### config.mk
export PLATFORM = sky130hd
export DESIGN_NAME = fcd_host
export DESIGN_NICKNAME = d
export VERILOG_FILES = /design/src/core/fcd_pkg.sv /design/src/core/fcd_bus_cycle.sv /design/src/core/fcd_host.sv
export SDC_FILE = /design/constraint.sdc
export NUM_CORES = 1
export LEC_CHECK = 0
export BUFFER_PORTS_ARGS = -buffer_cell sky130_fd_sc_hd__clkbuf_2
export CAP_MARGIN = 0
export CELL_PAD_IN_SITES_DETAIL_PLACEMENT = 1
export CELL_PAD_IN_SITES_GLOBAL_PLACEMENT = 1
export CORE_MARGIN = 4
export CORE_UTILIZATION = 28
export CTS_CLUSTER_DIAMETER = 150
export DETAILED_ROUTE_END_ITERATION = 8
export HOLD_SLACK_MARGIN = 0.1
export PLACE_DENSITY_LB_ADDON = 0.1
export SLEW_MARGIN = 10
export SYNTH_ARGS = -nofsm -noshare
export SYNTH_HDL_FRONTEND = slang
export SYNTH_SLANG_ARGS = --single-unit
### constraint.sdc
create_clock -name ref_clk -period 2.16 [get_ports ref_clk]
set_clock_uncertainty 0.15 [all_clocks]
set_input_delay 0.54 -clock ref_clk [delete_from_list [all_inputs] [get_ports ref_clk]]
set_output_delay 0.54 -clock ref_clk [all_outputs]
set_load 0.01 [all_outputs]
### src/core/fcd_pkg.sv
// package: command codes, addresses, pin widths and timing for the flash command host
package fcd_pkg;
  localparam int ADDR_W = 20;
  localparam int DATA_W = 8;
  // unlock addresses and bytes
  localparam logic [ADDR_W-1:0] UNLOCK_ADDR1 = 20'h05555;
  localparam logic [ADDR_W-1:0] UNLOCK_ADDR2 = 20'h02AAA;
  localparam logic [DATA_W-1:0] UNLOCK_BYTE1 = 8'hAA;
  localparam logic [DATA_W-1:0] UNLOCK_BYTE2 = 8'h55;
  // command bytes
  localparam logic [DATA_W-1:0] CMD_RESET    = 8'hF0;
  localparam logic [DATA_W-1:0] CMD_IDENT    = 8'h90;
  localparam logic [DATA_W-1:0] CMD_PROGRAM  = 8'hA0;
  localparam logic [DATA_W-1:0] CMD_SETUP    = 8'h80;
  localparam logic [DATA_W-1:0] CMD_BLK_CONF = 8'h30;
  localparam logic [DATA_W-1:0] CMD_CHIP_CONF = 8'h10;
  localparam logic [DATA_W-1:0] CMD_PAUSE    = 8'hB0;
  localparam logic [DATA_W-1:0] CMD_CONTINUE = 8'h30;
  // identification address offsets (A1:A0)
  localparam logic [ADDR_W-1:0] ID_MAKER_ADDR = 20'h00000;
  localparam logic [ADDR_W-1:0] ID_PART_ADDR  = 20'h00001;
  localparam logic [ADDR_W-1:0] ID_PROT_ADDR  = 20'h00002;
  // status bit positions
  localparam int TOGGLE_BIT = 6;
  localparam int TIMER_BIT  = 3;
  // user operation codes
  localparam logic [3:0] OP_RESET    = 4'h0;
  localparam logic [3:0] OP_IDENT    = 4'h1;
  localparam logic [3:0] OP_PROGRAM  = 4'h2;
  localparam logic [3:0] OP_BLK_ERASE = 4'h3;
  localparam logic [3:0] OP_CHIP_ERASE = 4'h4;
  localparam logic [3:0] OP_PAUSE    = 4'h5;
  localparam logic [3:0] OP_CONTINUE = 4'h6;
  localparam logic [3:0] OP_ADD_BLK  = 4'h7;
  localparam logic [3:0] OP_READ     = 4'h8;
  localparam logic [3:0] OP_SHORT_RESET = 4'h9;
  // bus cycle timing at 50 ns per clock
  localparam int CLK_NS     = 50;
  localparam int WE_LOW_NS  = 100;
  localparam int READ_NS    = 150;
  localparam int RECOVER_NS = 500;
  localparam logic [7:0] WE_LOW_CYC  = 8'((WE_LOW_NS + CLK_NS - 1) / CLK_NS);
  localparam logic [7:0] READ_CYC    = 8'((READ_NS + CLK_NS - 1) / CLK_NS);
  localparam logic [7:0] RECOVER_CYC = 8'((RECOVER_NS + CLK_NS - 1) / CLK_NS);
  localparam logic [7:0] GAP_CYC     = 8'h01;
  localparam logic [2:0] STEP_ZERO   = 3'h0;
  localparam logic [2:0] STEP_ONE    = 3'h1;
  localparam logic [7:0] CNT_ONE     = 8'h01;
  localparam logic [7:0] CNT_ZERO    = 8'h00;
  // bus engine states
  typedef enum logic [2:0] {FCD_IDLE, FCD_WR_LOW, FCD_WR_GAP, FCD_RD_LOW, FCD_WAIT}
    fcd_bus_t;
endpackage

### src/core/fcd_bus_cycle.sv
// one flash bus cycle: a write strobe pulse or a timed read
`timescale 1ns/10ps
module fcd_bus_cycle
  import fcd_pkg::*;
(
  // clock and reset
  input  wire logic              ref_clk,
  input  wire logic              rst_n,
  // request side
  input  wire logic              start_wr,
  input  wire logic              start_rd,
  input  wire logic [ADDR_W-1:0] req_addr,
  input  wire logic [DATA_W-1:0] req_data,
  output logic                   cyc_done,
  output logic [DATA_W-1:0]      rd_data,
  // flash pins
  output logic [ADDR_W-1:0]      flash_addr,
  output logic [DATA_W-1:0]      flash_dq_out,
  output logic                   flash_dq_oe,
  input  wire logic [DATA_W-1:0] flash_dq_in,
  output logic                   flash_ce_n,
  output logic                   flash_we_n,
  output logic                   flash_oe_n
);
  fcd_bus_t          state, next_state;
  logic [7:0]        cnt, next_cnt;
  logic [ADDR_W-1:0] next_addr;
  logic [DATA_W-1:0] next_dq, next_rd;

  // ****************************************************
  // cycle sequencer: device latches on the rising we edge
  // ****************************************************
  always_comb begin
    next_state = state;
    next_cnt   = cnt;
    next_addr  = flash_addr;
    next_dq    = flash_dq_out;
    next_rd    = rd_data;
    cyc_done   = 1'b0;
    case (state)
      FCD_IDLE: begin
        if (start_wr) begin
          next_addr  = req_addr;
          next_dq    = req_data;
          next_cnt   = WE_LOW_CYC;
          next_state = FCD_WR_LOW;
        end else if (start_rd) begin
          next_addr  = req_addr;
          next_cnt   = READ_CYC;
          next_state = FCD_RD_LOW;
        end
      end
      FCD_WR_LOW: begin
        next_cnt = cnt - CNT_ONE;
        if (cnt == CNT_ONE) begin
          next_cnt   = GAP_CYC;
          next_state = FCD_WR_GAP;
        end
      end
      FCD_WR_GAP: begin
        // data held one cycle past the strobe for hold time
        cyc_done   = 1'b1;
        next_state = FCD_IDLE;
      end
      FCD_RD_LOW: begin
        next_cnt = cnt - CNT_ONE;
        if (cnt == CNT_ONE) begin
          next_rd    = flash_dq_in;
          next_state = FCD_WAIT;
        end
      end
      FCD_WAIT: begin
        cyc_done   = 1'b1;
        next_state = FCD_IDLE;
      end
      default: next_state = FCD_IDLE;
    endcase
  end

  // registered pins
  always_ff @(posedge ref_clk or negedge rst_n) begin
    if (!rst_n) begin
      state        <= FCD_IDLE;
      cnt          <= CNT_ZERO;
      flash_addr   <= '0;
      flash_dq_out <= '0;
      rd_data      <= '0;
    end else begin
      state        <= next_state;
      cnt          <= next_cnt;
      flash_addr   <= next_addr;
      flash_dq_out <= next_dq;
      rd_data      <= next_rd;
    end
  end

  // strobes follow state; drive dq only across the write
  assign flash_we_n  = (state != FCD_WR_LOW);
  assign flash_dq_oe = (state == FCD_WR_LOW) || (state == FCD_WR_GAP);
  assign flash_oe_n  = (state != FCD_RD_LOW);
  assign flash_ce_n  = (state == FCD_IDLE) || (state == FCD_WAIT);

  // write strobe width is exact
  we_width_a: assert property (@(posedge ref_clk) disable iff (!rst_n)
    $fell(flash_we_n) |-> !flash_we_n [*2] ##1 flash_we_n)
    else $error("write strobe width wrong");
  // no bus fight during reads
  no_fight_a: assert property (@(posedge ref_clk) disable iff (!rst_n)
    !flash_oe_n |-> !flash_dq_oe)
    else $error("dq driven while output enabled");
endmodule

### src/core/fcd_host.sv
// flash command host: turns user operations into unlock and command write sequences
`timescale 1ns/10ps
// What this block does
// - unlock pair precedes every multi-cycle command
// - program is unlock, A0h, address and data
// - extra blocks added by a lone 30h write; timer flag not checked
// - chip erase sixth write is 10h
// - pause byte alone, then poll toggle
// - wait recovery after reset of paused flash
module fcd_host
  import fcd_pkg::*;
(
  // clock and reset
  input  wire logic              ref_clk,
  input  wire logic              rst_n,
  // user command port
  input  wire logic              op_valid,
  output logic                   op_ready,
  input  wire logic [3:0]        op_code,
  input  wire logic [ADDR_W-1:0] op_addr,
  input  wire logic [DATA_W-1:0] op_data,
  output logic                   op_done,
  output logic [DATA_W-1:0]      op_rdata,
  output logic                   erase_busy,
  output logic                   erase_paused,
  // flash pins
  output logic [ADDR_W-1:0]      flash_addr,
  output logic [DATA_W-1:0]      flash_dq_out,
  output logic                   flash_dq_oe,
  input  wire logic [DATA_W-1:0] flash_dq_in,
  output logic                   flash_ce_n,
  output logic                   flash_we_n,
  output logic                   flash_oe_n,
  input  wire logic              ready_busy_out
);
  typedef enum logic [2:0] {HS_IDLE, HS_WRITE, HS_READ, HS_POLL, HS_RECOVER} fcd_host_t;

  fcd_host_t         state, next_state;
  logic [2:0]        step, next_step, last_step, next_last;
  logic [3:0]        op, next_op;
  logic [ADDR_W-1:0] addr, next_addr;
  logic [DATA_W-1:0] data, next_data;
  logic [DATA_W-1:0] prev_stat, next_prev;
  logic              busy, next_busy, paused, next_paused, polled, next_polled;
  logic [7:0]        wait_cnt, next_wait;
  logic [DATA_W-1:0] rdata, next_rdata;
  logic              done, next_done;
  logic              start_wr, start_rd, cyc_done;
  logic [ADDR_W-1:0] cyc_addr;
  logic [DATA_W-1:0] cyc_data, rd_data;

  // step addressing of the unlock pair; upper lines left low
  function automatic logic [ADDR_W-1:0] unlock_addr(input logic [2:0] s);
    unlock_addr = s[0] ? UNLOCK_ADDR2 : UNLOCK_ADDR1;
  endfunction
  function automatic logic [DATA_W-1:0] unlock_byte(input logic [2:0] s);
    unlock_byte = s[0] ? UNLOCK_BYTE2 : UNLOCK_BYTE1;
  endfunction

  // ****************************************************
  // write sequence for the current step of an operation
  // ****************************************************
  always_comb begin
    cyc_addr = addr;
    cyc_data = data;
    case (op)
      OP_RESET, OP_IDENT, OP_PROGRAM: begin
        if (step < 3'h2) begin
          cyc_addr = unlock_addr(step);
          cyc_data = unlock_byte(step);
        end else if (step == 3'h2) begin
          cyc_addr = UNLOCK_ADDR1;
          cyc_data = (op == OP_RESET) ? CMD_RESET :
                     (op == OP_IDENT) ? CMD_IDENT : CMD_PROGRAM;
        end
      end
      OP_BLK_ERASE, OP_CHIP_ERASE: begin
        if (step == 3'h2) begin
          cyc_addr = UNLOCK_ADDR1;
          cyc_data = CMD_SETUP;
        end else if (step < 3'h5) begin
          cyc_addr = unlock_addr(step == 3'h0 || step == 3'h3 ? 3'h0 : 3'h1);
          cyc_data = unlock_byte(step == 3'h0 || step == 3'h3 ? 3'h0 : 3'h1);
        end else if (op == OP_CHIP_ERASE) begin
          cyc_addr = UNLOCK_ADDR1;
          cyc_data = CMD_CHIP_CONF;
        end else begin
          cyc_data = CMD_BLK_CONF;
        end
      end
      OP_ADD_BLK:     cyc_data = CMD_BLK_CONF;
      OP_PAUSE:       cyc_data = CMD_PAUSE;
      OP_CONTINUE:    cyc_data = CMD_CONTINUE;
      OP_SHORT_RESET: cyc_data = CMD_RESET;
      default: begin
        cyc_addr = addr;
        cyc_data = data;
      end
    endcase
  end

  // ****************************************************
  // operation sequencer
  // ****************************************************
  always_comb begin
    next_state  = state;
    next_step   = step;
    next_last   = last_step;
    next_op     = op;
    next_addr   = addr;
    next_data   = data;
    next_prev   = prev_stat;
    next_busy   = busy;
    next_paused = paused;
    next_polled = polled;
    next_wait   = wait_cnt;
    next_rdata  = rdata;
    next_done   = 1'b0;
    start_wr    = 1'b0;
    start_rd    = 1'b0;
    case (state)
      HS_IDLE: begin
        if (op_valid) begin
          next_op     = op_code;
          next_addr   = op_addr;
          next_data   = op_data;
          next_step   = STEP_ZERO;
          next_polled = 1'b0;
          case (op_code)
            OP_RESET, OP_IDENT: next_last = 3'h2;
            OP_PROGRAM:         next_last = 3'h3;
            OP_BLK_ERASE, OP_CHIP_ERASE: next_last = 3'h5;
            default:            next_last = STEP_ZERO;
          endcase
          // reads of identification or array go straight out
          next_state = (op_code == OP_READ) ? HS_READ : HS_WRITE;
        end
      end
      HS_WRITE: begin
        start_wr = (step != 3'h7);
        if (cyc_done) begin
          if (step == last_step) begin
            case (op)
              OP_PROGRAM, OP_BLK_ERASE, OP_CHIP_ERASE, OP_CONTINUE: begin
                next_busy  = (op != OP_PROGRAM) || busy;
                next_paused = (op == OP_PROGRAM) && paused;
                next_state = HS_POLL;
              end
              OP_PAUSE: begin
                next_paused = 1'b1;
                next_state  = HS_POLL;
              end
              OP_RESET, OP_SHORT_RESET: begin
                next_wait   = RECOVER_CYC;
                next_busy   = 1'b0;
                next_paused = 1'b0;
                next_state  = (busy || paused) ? HS_RECOVER : HS_IDLE;
                next_done   = !(busy || paused);
              end
              default: begin
                next_state = HS_IDLE;
                next_done  = 1'b1;
              end
            endcase
            next_step = 3'h7;
          end else begin
            next_step = step + STEP_ONE;
          end
        end
      end
      HS_READ: begin
        start_rd = !cyc_done;
        if (cyc_done) begin
          next_rdata = rd_data;
          next_done  = 1'b1;
          next_state = HS_IDLE;
        end
      end
      HS_POLL: begin
        // wait for the toggle bit to settle across two reads
        start_rd = !cyc_done;
        if (cyc_done) begin
          next_prev   = rd_data;
          next_polled = 1'b1;
          if (polled && (rd_data[TOGGLE_BIT] == prev_stat[TOGGLE_BIT])) begin
            next_rdata = rd_data;
            next_busy  = busy && paused;
            next_done  = 1'b1;
            next_state = HS_IDLE;
          end
        end
      end
      HS_RECOVER: begin
        next_wait = wait_cnt - CNT_ONE;
        if (wait_cnt == CNT_ONE) begin
          next_done  = 1'b1;
          next_state = HS_IDLE;
        end
      end
      default: next_state = HS_IDLE;
    endcase
  end

  // registers of the sequencer
  always_ff @(posedge ref_clk or negedge rst_n) begin
    if (!rst_n) begin
      state     <= HS_IDLE;
      step      <= STEP_ZERO;
      last_step <= STEP_ZERO;
      op        <= OP_READ;
      addr      <= '0;
      data      <= '0;
      prev_stat <= '0;
      busy      <= 1'b0;
      paused    <= 1'b0;
      polled    <= 1'b0;
      wait_cnt  <= CNT_ZERO;
      rdata     <= '0;
      done      <= 1'b0;
    end else begin
      state     <= next_state;
      step      <= next_step;
      last_step <= next_last;
      op        <= next_op;
      addr      <= next_addr;
      data      <= next_data;
      prev_stat <= next_prev;
      busy      <= next_busy;
      paused    <= next_paused;
      polled    <= next_polled;
      wait_cnt  <= next_wait;
      rdata     <= next_rdata;
      done      <= next_done;
    end
  end

  assign op_ready     = (state == HS_IDLE);
  assign op_done      = done;
  assign op_rdata     = rdata;
  assign erase_busy   = busy;
  assign erase_paused = paused;

  // one bus cycle engine shared by writes and reads
  fcd_bus_cycle u_bus (
    .ref_clk      (ref_clk),
    .rst_n        (rst_n),
    .start_wr     (start_wr),
    .start_rd     (start_rd),
    .req_addr     (cyc_addr),
    .req_data     (cyc_data),
    .cyc_done     (cyc_done),
    .rd_data      (rd_data),
    .flash_addr   (flash_addr),
    .flash_dq_out (flash_dq_out),
    .flash_dq_oe  (flash_dq_oe),
    .flash_dq_in  (flash_dq_in),
    .flash_ce_n   (flash_ce_n),
    .flash_we_n   (flash_we_n),
    .flash_oe_n   (flash_oe_n)
  );

  // unlock second byte always at its address
  unlock_two_a: assert property (@(posedge ref_clk) disable iff (!rst_n)
    $rose(flash_we_n) && flash_dq_out == UNLOCK_BYTE2 && op != OP_PROGRAM |->
      flash_addr == UNLOCK_ADDR2)
    else $error("second unlock byte at wrong address");
  // chip confirm goes to the fixed address; program data may carry the same byte
  chip_conf_a: assert property (@(posedge ref_clk) disable iff (!rst_n)
    $rose(flash_we_n) && flash_dq_out == CMD_CHIP_CONF && op != OP_PROGRAM |->
      flash_addr == UNLOCK_ADDR1)
    else $error("chip confirm at wrong address");
  // recovery wait holds ready low
  recover_hold_a: assert property (@(posedge ref_clk) disable iff (!rst_n)
    $rose(state == HS_RECOVER) |-> !op_ready [*8])
    else $error("recovery wait cut short");
  // pause is a single write
  pause_single_a: assert property (@(posedge ref_clk) disable iff (!rst_n)
    $rose(flash_we_n) && op == OP_PAUSE |-> flash_dq_out == CMD_PAUSE ##1 state == HS_POLL)
    else $error("pause byte wrong");
endmodule

=== Word-level counts from Yosys, hierarchy flattened ===
Cells that the tools add are included.

* Bits in registers: 115
* Bits in latches: 0
* Memory bits (writable): 0
* ROM bits: 0
* Input bits: 44
* Word-level logic and storage cells: 188
* Memories kept: 0

* $add $sub $neg: 3
* Multiply operators: 0
* Divide/modulo/power cells: 0
* Order comparisons: 2
* Eq/ne operators: 43
* Shifts and indexed selects: 0
* Muxes and demuxes: 75
* Bitwise operators: 0
* Reductions and logical operators: 47

{| class="wikitable"
|+ Operators with widths
! cell !! count
|-
| 20-bit 2-to-1 mux || 7
|-
| 8-bit 2-to-1 mux || 15
|-
| 3-bit 2-to-1 mux || 15
|-
| 20-bit one-hot mux with 2 select lines || 1
|-
| 8-bit one-hot mux with 5 select lines || 1
|-
| 8-bit one-hot mux with 2 select lines || 2
|-
| 15-bit 2-to-1 mux || 2
|-
| 8-bit one-hot mux with 3 select lines || 1
|-
| 4-bit by 3-bit equality test with 1-bit output, second input constant || 5
|-
| 3-bit by 2-bit equality test with 1-bit output, second input constant || 6
|-
| 3-bit one-hot mux with 3 select lines || 2
|-
| 4-bit by 2-bit equality test with 1-bit output, second input constant || 4
|-
| 8-bit by 1-bit equality test with 1-bit output, second input constant || 2
|-
| 1-bit 2-to-1 mux || 16
|-
| 8-bit by 1-bit subtractor with 8-bit output, second input constant || 2
|-
| 3-bit one-hot mux with 5 select lines || 1
|-
| 2-bit inequality test, second input constant || 7
|-
| 2-bit OR reduction || 7
|-
| 6-bit 2-to-1 mux || 2
|-
| 3-bit one-hot mux with 2 select lines || 2
|-
| 2-bit AND reduction || 6
|-
| 4-bit AND reduction || 3
|-
| 2-bit nonzero test || 6
|-
| 3-bit logical NOT || 3
|-
| other kinds (30) || 52
|}

=== Depth between registers and ports, before layout ===
* Word-level depth: 9
* Mapped depth: 9
* Mapped depth without buffers: 7

=== Cells and area by module ===
A second synthesis with hierarchy kept.

* Cells, all modules: 509
* Area total of the unflattened synthesis: 5627.9 um^2

{| class="wikitable"
|+ Modules (own cells, without submodules)
! module !! times used !! cells an instance !! area each (um^2) !! seq. area each (um^2)
|-
| fcd_host || 1 || 357 || 3575.9 || 1552.7
|-
| fcd_bus_cycle || 1 || 152 || 2052.0 || 1176.1
|}

=== Least setup slack after synthesis ===
Ideal clock, no wire load.

* Kind: reg2reg
* From: reg step[2]
* To: reg u_bus.flash_dq_out[5]
* Library setup time: 0.083 ns
* Arrival: 2.133 ns
* Data required time: 1.927 ns
* Setup slack: -0.205 ns
* Stages on the path, launching flop included: 10
* Clock period less this slack: 2.365 ns
* Path through: dfrtp_1 -> clkbuf_1 -> clkbuf_1 -> inv_1 -> ha_1 -> or3b_2 -> o2bb2ai_1 -> o41ai_4 -> o32ai_1 -> o21ai_0

* Cells in the longest elaborated chain, start to end: 7

{| class="wikitable"
|+ Ends and longest elaborated chain
! what !! RTL line !! text
|-
| start, declared || fcd_host.sv:39 || <nowiki>logic [2:0] step, next_step, last_step, next_last;</nowiki>
|-
| start signal, assigned || fcd_host.sv:222 || <nowiki>step <= next_step;</nowiki>
|-
| 3-bit by 2-bit equality test with 1-bit output or 3-bit logical NOT (tied branches) || fcd_host.sv:83 || <nowiki>cyc_data = unlock_byte(step == 3'h0 || step == 3'h3 ? 3'h0 : 3'h1);</nowiki>
|-
| 1-bit logical OR || fcd_host.sv:83 ||
|-
| 1-bit 2-to-1 mux || fcd_host.sv:83 ||
|-
| 8-bit 2-to-1 mux || fcd_host.sv:57 || <nowiki>unlock_byte = s[0] ? UNLOCK_BYTE2 : UNLOCK_BYTE1;</nowiki>
|-
| 8-bit 2-to-1 mux || fcd_host.sv:81 || <nowiki>end else if (step < 3'h5) begin</nowiki>
|-
| 8-bit 2-to-1 mux || fcd_host.sv:78 || <nowiki>if (step == 3'h2) begin</nowiki>
|-
| 8-bit one-hot mux with 5 select lines || fcd_host.sv:66 || <nowiki>case (op)</nowiki>
|-
| end signal, assigned || fcd_bus_cycle.sv:92 || <nowiki>flash_dq_out <= next_dq;</nowiki>
|-
| end, declared || fcd_bus_cycle.sv:18 || <nowiki>output logic [DATA_W-1:0] flash_dq_out,</nowiki>
|}

Parallel ways exist; a longest one is shown, timed or not.
A chain may end at the register's enable or synchronous reset.

=== Worst setup path after layout ===
* From: reg u_bus.cnt[1]
* To: reg u_bus.rd_data[5]

* Cells in the longest elaborated chain, start to end: 2

{| class="wikitable"
|+ Ends and longest elaborated chain
! what !! RTL line !! text
|-
| start, declared || fcd_bus_cycle.sv:26 || <nowiki>logic [7:0] cnt, next_cnt;</nowiki>
|-
| start signal, assigned || fcd_bus_cycle.sv:90 || <nowiki>cnt <= next_cnt;</nowiki>
|-
| 8-bit by 1-bit equality test with 1-bit output || fcd_bus_cycle.sv:67 || <nowiki>if (cnt == CNT_ONE) begin</nowiki>
|-
| 2-bit AND reduction (no line) || -- ||
|-
| end signal, assigned || fcd_bus_cycle.sv:93 || <nowiki>rd_data <= next_rd;</nowiki>
|-
| end, declared || fcd_bus_cycle.sv:15 || <nowiki>output logic [DATA_W-1:0] rd_data,</nowiki>
|}

Every way passes these cells.

==> report_table.html <==
<table>
<tr><th>Metric</th><th>Value</th></tr>
<tr><th colspan="2">Floorplanning</th></tr>
<tr><td>Die area</td><td>0.0217 mm^2</td></tr>
<tr><td>Core region area</td><td>0.0189 mm^2</td></tr>
<tr><td>Row count</td><td>50</td></tr>
<tr><td>I/O pin count</td><td>88</td></tr>
<tr><td>Height of the die</td><td>~150 um</td></tr>
<tr><td>Initial Util</td><td>~29%</td></tr>
<tr><td>Die Wd</td><td>roughly 150 um</td></tr>
<tr><th colspan="2">Timing</th></tr>
<tr><td>Setup slack after layout</td><td>-0.0207 ns</td></tr>
<tr><td>Final-report setup violation count</td><td>5</td></tr>
<tr><td>Worst Tran Pin Value</td><td>just under 0.5 ns</td></tr>
<tr><td>Final number of hold-violating endpoints</td><td>0</td></tr>
<tr><td>Final critical delay including setup and external delays</td><td>2.18 ns</td></tr>
<tr><td>Peak clock frequency supported by timing</td><td>459 MHz</td></tr>
<tr><td>Worst rel slew slack</td><td>66.5%</td></tr>
<tr><td>Period Utilization, post-route</td><td>101%</td></tr>
<tr><td>RSZ-0062 raised after global routing</td><td>true</td></tr>
<tr><td>Slew Limit Fails</td><td>0</td></tr>
<tr><th colspan="2">CTS</th></tr>
<tr><td>Clock tree from TritonCTS</td><td>done</td></tr>
<tr><td>Clock-pin slew on the worst setup and hold paths</td><td>0.08 ns</td></tr>
<tr><td>Inserted Clock Buffers</td><td>9</td></tr>
<tr><td>Clk sink count</td><td>around 110</td></tr>
<tr><td>Clock insertion delay at the later pin of the skew report</td><td>0.35 ns</td></tr>
<tr><td>Root buffer cell</td><td>sky130_fd_sc_hd__clkbuf_16</td></tr>
<tr><td>Number of buffers between clock root and the deepest sink</td><td>2</td></tr>
<tr><td>H-Tree Depth</td><td>3</td></tr>
<tr><th colspan="2">Setup path</th></tr>
<tr><td>Element type at the critical path start</td><td>register</td></tr>
<tr><td>Cell-by-cell listing of the critical path</td><td>inv_2 -&gt; ha_4 -&gt; or4b_4 -&gt; or2_4 -&gt; or2_4 -&gt; mux2_4</td></tr>
<tr><td>Worst setup EP type</td><td>register</td></tr>
<tr><td>Category of cells accounting for the largest share of critical-path delay</td><td>simple AND/OR/NAND/NOR gates</td></tr>
<tr><td>Master of the slowest instance on the critical path</td><td>sky130_fd_sc_hd__or4b_4</td></tr>
<tr><td>Arrival time at the worst endpoint</td><td>about 2.3 ns</td></tr>
<tr><td>Crit Path Category</td><td>reg -&gt; reg</td></tr>
<tr><td>Crit path largest cell delay</td><td>between 0.4 and 0.5 ns</td></tr>
<tr><td>Crit path buf inv count</td><td>1</td></tr>
<tr><td>Cell mode on critical path</td><td>sky130_fd_sc_hd__or2_4</td></tr>
<tr><td>Data required time at the worst endpoint</td><td>around 2.3 ns</td></tr>
<tr><td>Critical Path Fanout Max</td><td>5</td></tr>
<tr><th colspan="2">Run status</th></tr>
<tr><td>Outcome</td><td>complete, but fails checks</td></tr>
<tr><td>Violated checks</td><td>setup timing</td></tr>
<tr><th colspan="2">Power and ir drop</th></tr>
<tr><td>Standby leakage power</td><td>between 3 and 4 nW</td></tr>
<tr><td>Switching share of power</td><td>42.4%</td></tr>
<tr><td>Sequential cell fraction of total power</td><td>32.2%</td></tr>
<tr><td>Clk pwr share</td><td>15.2%</td></tr>
<tr><td>Internal Pwr Total</td><td>roughly 6.4 mW</td></tr>
<tr><td>Switching power total</td><td>approximately 4.7 mW</td></tr>
<tr><td>Combinational cell fraction of total power</td><td>52.5%</td></tr>
<tr><td>Worst voltage drop across the vdd grid</td><td>0.503 mV</td></tr>
<tr><td>Power per cell area</td><td>1550 mW/mm^2</td></tr>
<tr><th colspan="2">Route</th></tr>
<tr><td>Wire length after detailed routing</td><td>16600 um</td></tr>
<tr><td>DRC viols</td><td>0</td></tr>
<tr><td>Average detailed-routed wire length per instance</td><td>16.7 um</td></tr>
<tr><td>Number of vias per cell after detailed routing</td><td>4.82</td></tr>
<tr><td>First drt pass iteration count</td><td>4</td></tr>
<tr><td>Number of vias in the routed layout</td><td>4814</td></tr>
<tr><td>Number of nets with antenna violations after detailed routing</td><td>0</td></tr>
<tr><td>DRC marker count from the first detailed-route iteration</td><td>182</td></tr>
<tr><th colspan="2">Logic synthesis</th></tr>
<tr><td>Most used DFF post-synth</td><td>sky130_fd_sc_hd__dfrtp_1</td></tr>
<tr><td>Avg Synthesized Cell Area</td><td>9.14 um^2</td></tr>
<tr><td>Largest cells by area after synthesis</td><td>sky130_fd_sc_hd__dfrtp_1 50%, sky130_fd_sc_hd__nand2_1 10%, sky130_fd_sc_hd__nor2_1 4.0%</td></tr>
<tr><td>Distinct cell type count after synthesis</td><td>around 70</td></tr>
<tr><td>Ys Warns</td><td>0</td></tr>
<tr><td>Mapped Cells</td><td>~590</td></tr>
<tr><td>Total nets after synthesis</td><td>646</td></tr>
<tr><td>Number of synthesized register bits</td><td>109</td></tr>
<tr><td>Sequential share of the synthesized area</td><td>50.3%</td></tr>
<tr><td>Cell taking the most area after synthesis</td><td>sky130_fd_sc_hd__dfrtp_1</td></tr>
<tr><td>Top cell type's share of synthesized area</td><td>49.8%</td></tr>
<tr><td>Synth async-reset ratio</td><td>100%</td></tr>
<tr><td>Number of enable flip-flop cells after synthesis</td><td>0</td></tr>
<tr><td>Mapped cell area</td><td>0.00542 mm^2</td></tr>
<tr><th colspan="2">Global routing</th></tr>
<tr><td>Total gr overflow</td><td>0</td></tr>
<tr><td>Via count of the first global-routing pass</td><td>between 5k and 6k</td></tr>
<tr><td>Pin count of the biggest net entering global routing</td><td>34</td></tr>
<tr><td>Overall routing resource usage</td><td>around 16%</td></tr>
<tr><td>Initial antenna violation count</td><td>0</td></tr>
<tr><td>Global-route wire length before repair</td><td>around 27000 um</td></tr>
<tr><th colspan="2">Cells and area</th></tr>
<tr><td>Share of post-route cells with drive strength above 1</td><td>32.0%</td></tr>
<tr><td>Commonest cells after routing, fill and taps aside</td><td>147 x sky130_fd_sc_hd__nand2_1, 108 x sky130_fd_sc_hd__dfrtp_1, 84 x sky130_fd_sc_hd__clkbuf_2</td></tr>
<tr><td>Area growth from synthesis to final layout</td><td>32.2%</td></tr>
<tr><td>Number of nets in the finished design</td><td>786</td></tr>
<tr><td>Total inserted antenna cells</td><td>0</td></tr>
<tr><td>Filler cell count in the final layout</td><td>around 2.2k</td></tr>
<tr><td>Total area of multi-input combinational cells</td><td>0.00271 mm^2</td></tr>
<tr><td>Most common cell after layout, fill and taps aside</td><td>sky130_fd_sc_hd__nand2_1</td></tr>
<tr><td>Register cell area after layout</td><td>0.00273 mm^2</td></tr>
<tr><td>Final cell count without fillers</td><td>roughly 1000</td></tr>
<tr><th colspan="2">Place</th></tr>
<tr><td>Pre-CTS setup slack</td><td>-0.150 ns</td></tr>
<tr><td>Routability-driven placement congestion ratio</td><td>0.803</td></tr>
<tr><td>Cell total after placement</td><td>roughly 970</td></tr>
<tr><td>Number of buffer cells added on primary ports</td><td>86</td></tr>
<tr><td>Post-DP HPWL</td><td>12000 um</td></tr>
<tr><th colspan="2">Worst hold path</th></tr>
<tr><td>Tightest Hold Check Type</td><td>in -&gt; reg</td></tr>
<tr><th colspan="2">Job</th></tr>
<tr><td>Count of max-cap constraint violations</td><td>0</td></tr>
</table>
-- synthesized netlist by cell type (all sizes together), types with 4 or more instances --
library cell	n
nand2	149
dfrtp	108
nor2	58
o21ai	35
a21oi	30
clkbuf	23
mux2	17
nand3	14
nor3	12
xnor2	11
inv	10
ha	9
buf	8
nand2b	8
o21bai	7
o31ai	6
a211oi	5
and2	5
nor3b	5
o211ai	5
a21o	4
a31oi	4
nand3b	4
nor2b	4
-- worst paths after layout --
path	slack, ns	from	end	cells past startpoint
max in group asynchronous	0.71	rst_n	addr[0]$_DFFE_PN0P_	3
min in group asynchronous	0.52	rst_n	op_rdata[4]$_DFFE_PN0P_	2
setup / recovery	-0.02	u_bus.cnt[1]$_DFFE_PN0P_	u_bus.rd_data[5]$_DFFE_PN0P_	6
hold reg to reg	0.33	u_bus.flash_addr[17]$_DFFE_PN0P_	u_bus.flash_addr[17]$_DFFE_PN0P_	2
setup reg to reg	-0.02	u_bus.cnt[1]$_DFFE_PN0P_	u_bus.rd_data[5]$_DFFE_PN0P_	6
hold / removal	0.22	op_addr[3]	addr[3]$_DFFE_PN0P_	3
-- per-layer routing --
metal | track usage [%] | vias to the layer above | share of wire, %
li1 | - | 2305 | -
met1 | 20.5 | 2416 | 46
met2 | 26.2 | 79 | 49
met3 | 4.53 | 14 | 4.5
met4 | 3.22 | 0 | 0.91
met5 | 0 | - | 0
-- state kept, by name (all words and copies together) (netlist names), 3 cells and up --
name / cells
state: 3
u_bus.cnt: 8
op_rdata: 8
u_bus.flash_addr: 20
u_bus.flash_dq_out: 8
u_bus.state: 3
data: 8
last_step: 3
addr: 20
op: 4
wait_cnt: 8
u_bus.rd_data: 8
step: 3
-- worst reg2reg max path: stages (launching register included) --
cell,delay [ns]
sky130_fd_sc_hd__dfrtp_1,0.40
sky130_fd_sc_hd__inv_2,0.08
sky130_fd_sc_hd__ha_4,0.12
sky130_fd_sc_hd__or4b_4,0.46
sky130_fd_sc_hd__or2_4,0.27
sky130_fd_sc_hd__or2_4,0.29
sky130_fd_sc_hd__mux2_4,0.31
-- per-stage QoR --
stage | util (%) | hold WS (ns) | area, um^2 | power (mW) | setup TNS (ns)
3_3_place_gp | 34.9 | 0.303 | 6600 | 8.76 | -0.979
3_5_place_dp | 34.9 | 0.314 | 6600 | 8.97 | -3.02
5_1_grt | 37.9 | 0.208 | 7170 | 12.1 | -0.800
2_1_floorplan | - | 0.0944 | 5480 | 6.81 | -0.304
4_1_cts | 36.9 | 0.205 | 6980 | 11.0 | -0.128
6_report | 37.9 | 0.219 | 7170 | 11.1 | -0.0876
-- power by group through the flow --
| stage | clock network, mW | registers, mW | logic [mW] |
|---|---|---|---|
| after floorplan | 0 | 3.55 | 3.26 |
| after global placement | 0 | 3.57 | 5.19 |
| after detailed placement | 0 | 3.60 | 5.38 |
| after CTS | 1.77 | 3.57 | 5.62 |
| after global routing | 1.86 | 3.71 | 6.50 |
| final | 1.69 | 3.58 | 5.84 |
-- cell families after synthesis --
group | Yosys count | synth area share, %
AOI/OAI and AO/OA | 123 | 14.8
xor gates and xnor gates | 13 | 2.10
adders and majority gates | 9 | 2.08
buffers and inverters | 41 | 3.32
DFF | 109 | 50.3
muxes | 18 | 4.27
and+or+nand+nor | 280 | 23.1
-- repair_timing --
| item | in CTS | in global routing |
|---|---|---|
| hold endpoints to repair | 27 | 0 |
| pin swaps | 2 | 7 |
| resized for setup | 15 | 42 |
| gates cloned | 2 | 0 |
| endpoints found under the setup margin | 40 | 44 |
| setup buffers | 6 | 6 |
| hold buffers | 1 | 0 |
-- final cells by class --
class | count | area share [%]
flip-flops and latches | 109 | 38.1
multi-input cells | 444 | 37.8
repair buffers | 159 | 14.8
well taps | 260 | 4.54
clock buffers | 10 | 3.33
clock inverters | 6 | 0.873
inverters | 10 | 0.559
No activity file was read; power rests on OpenSTA's default activity.
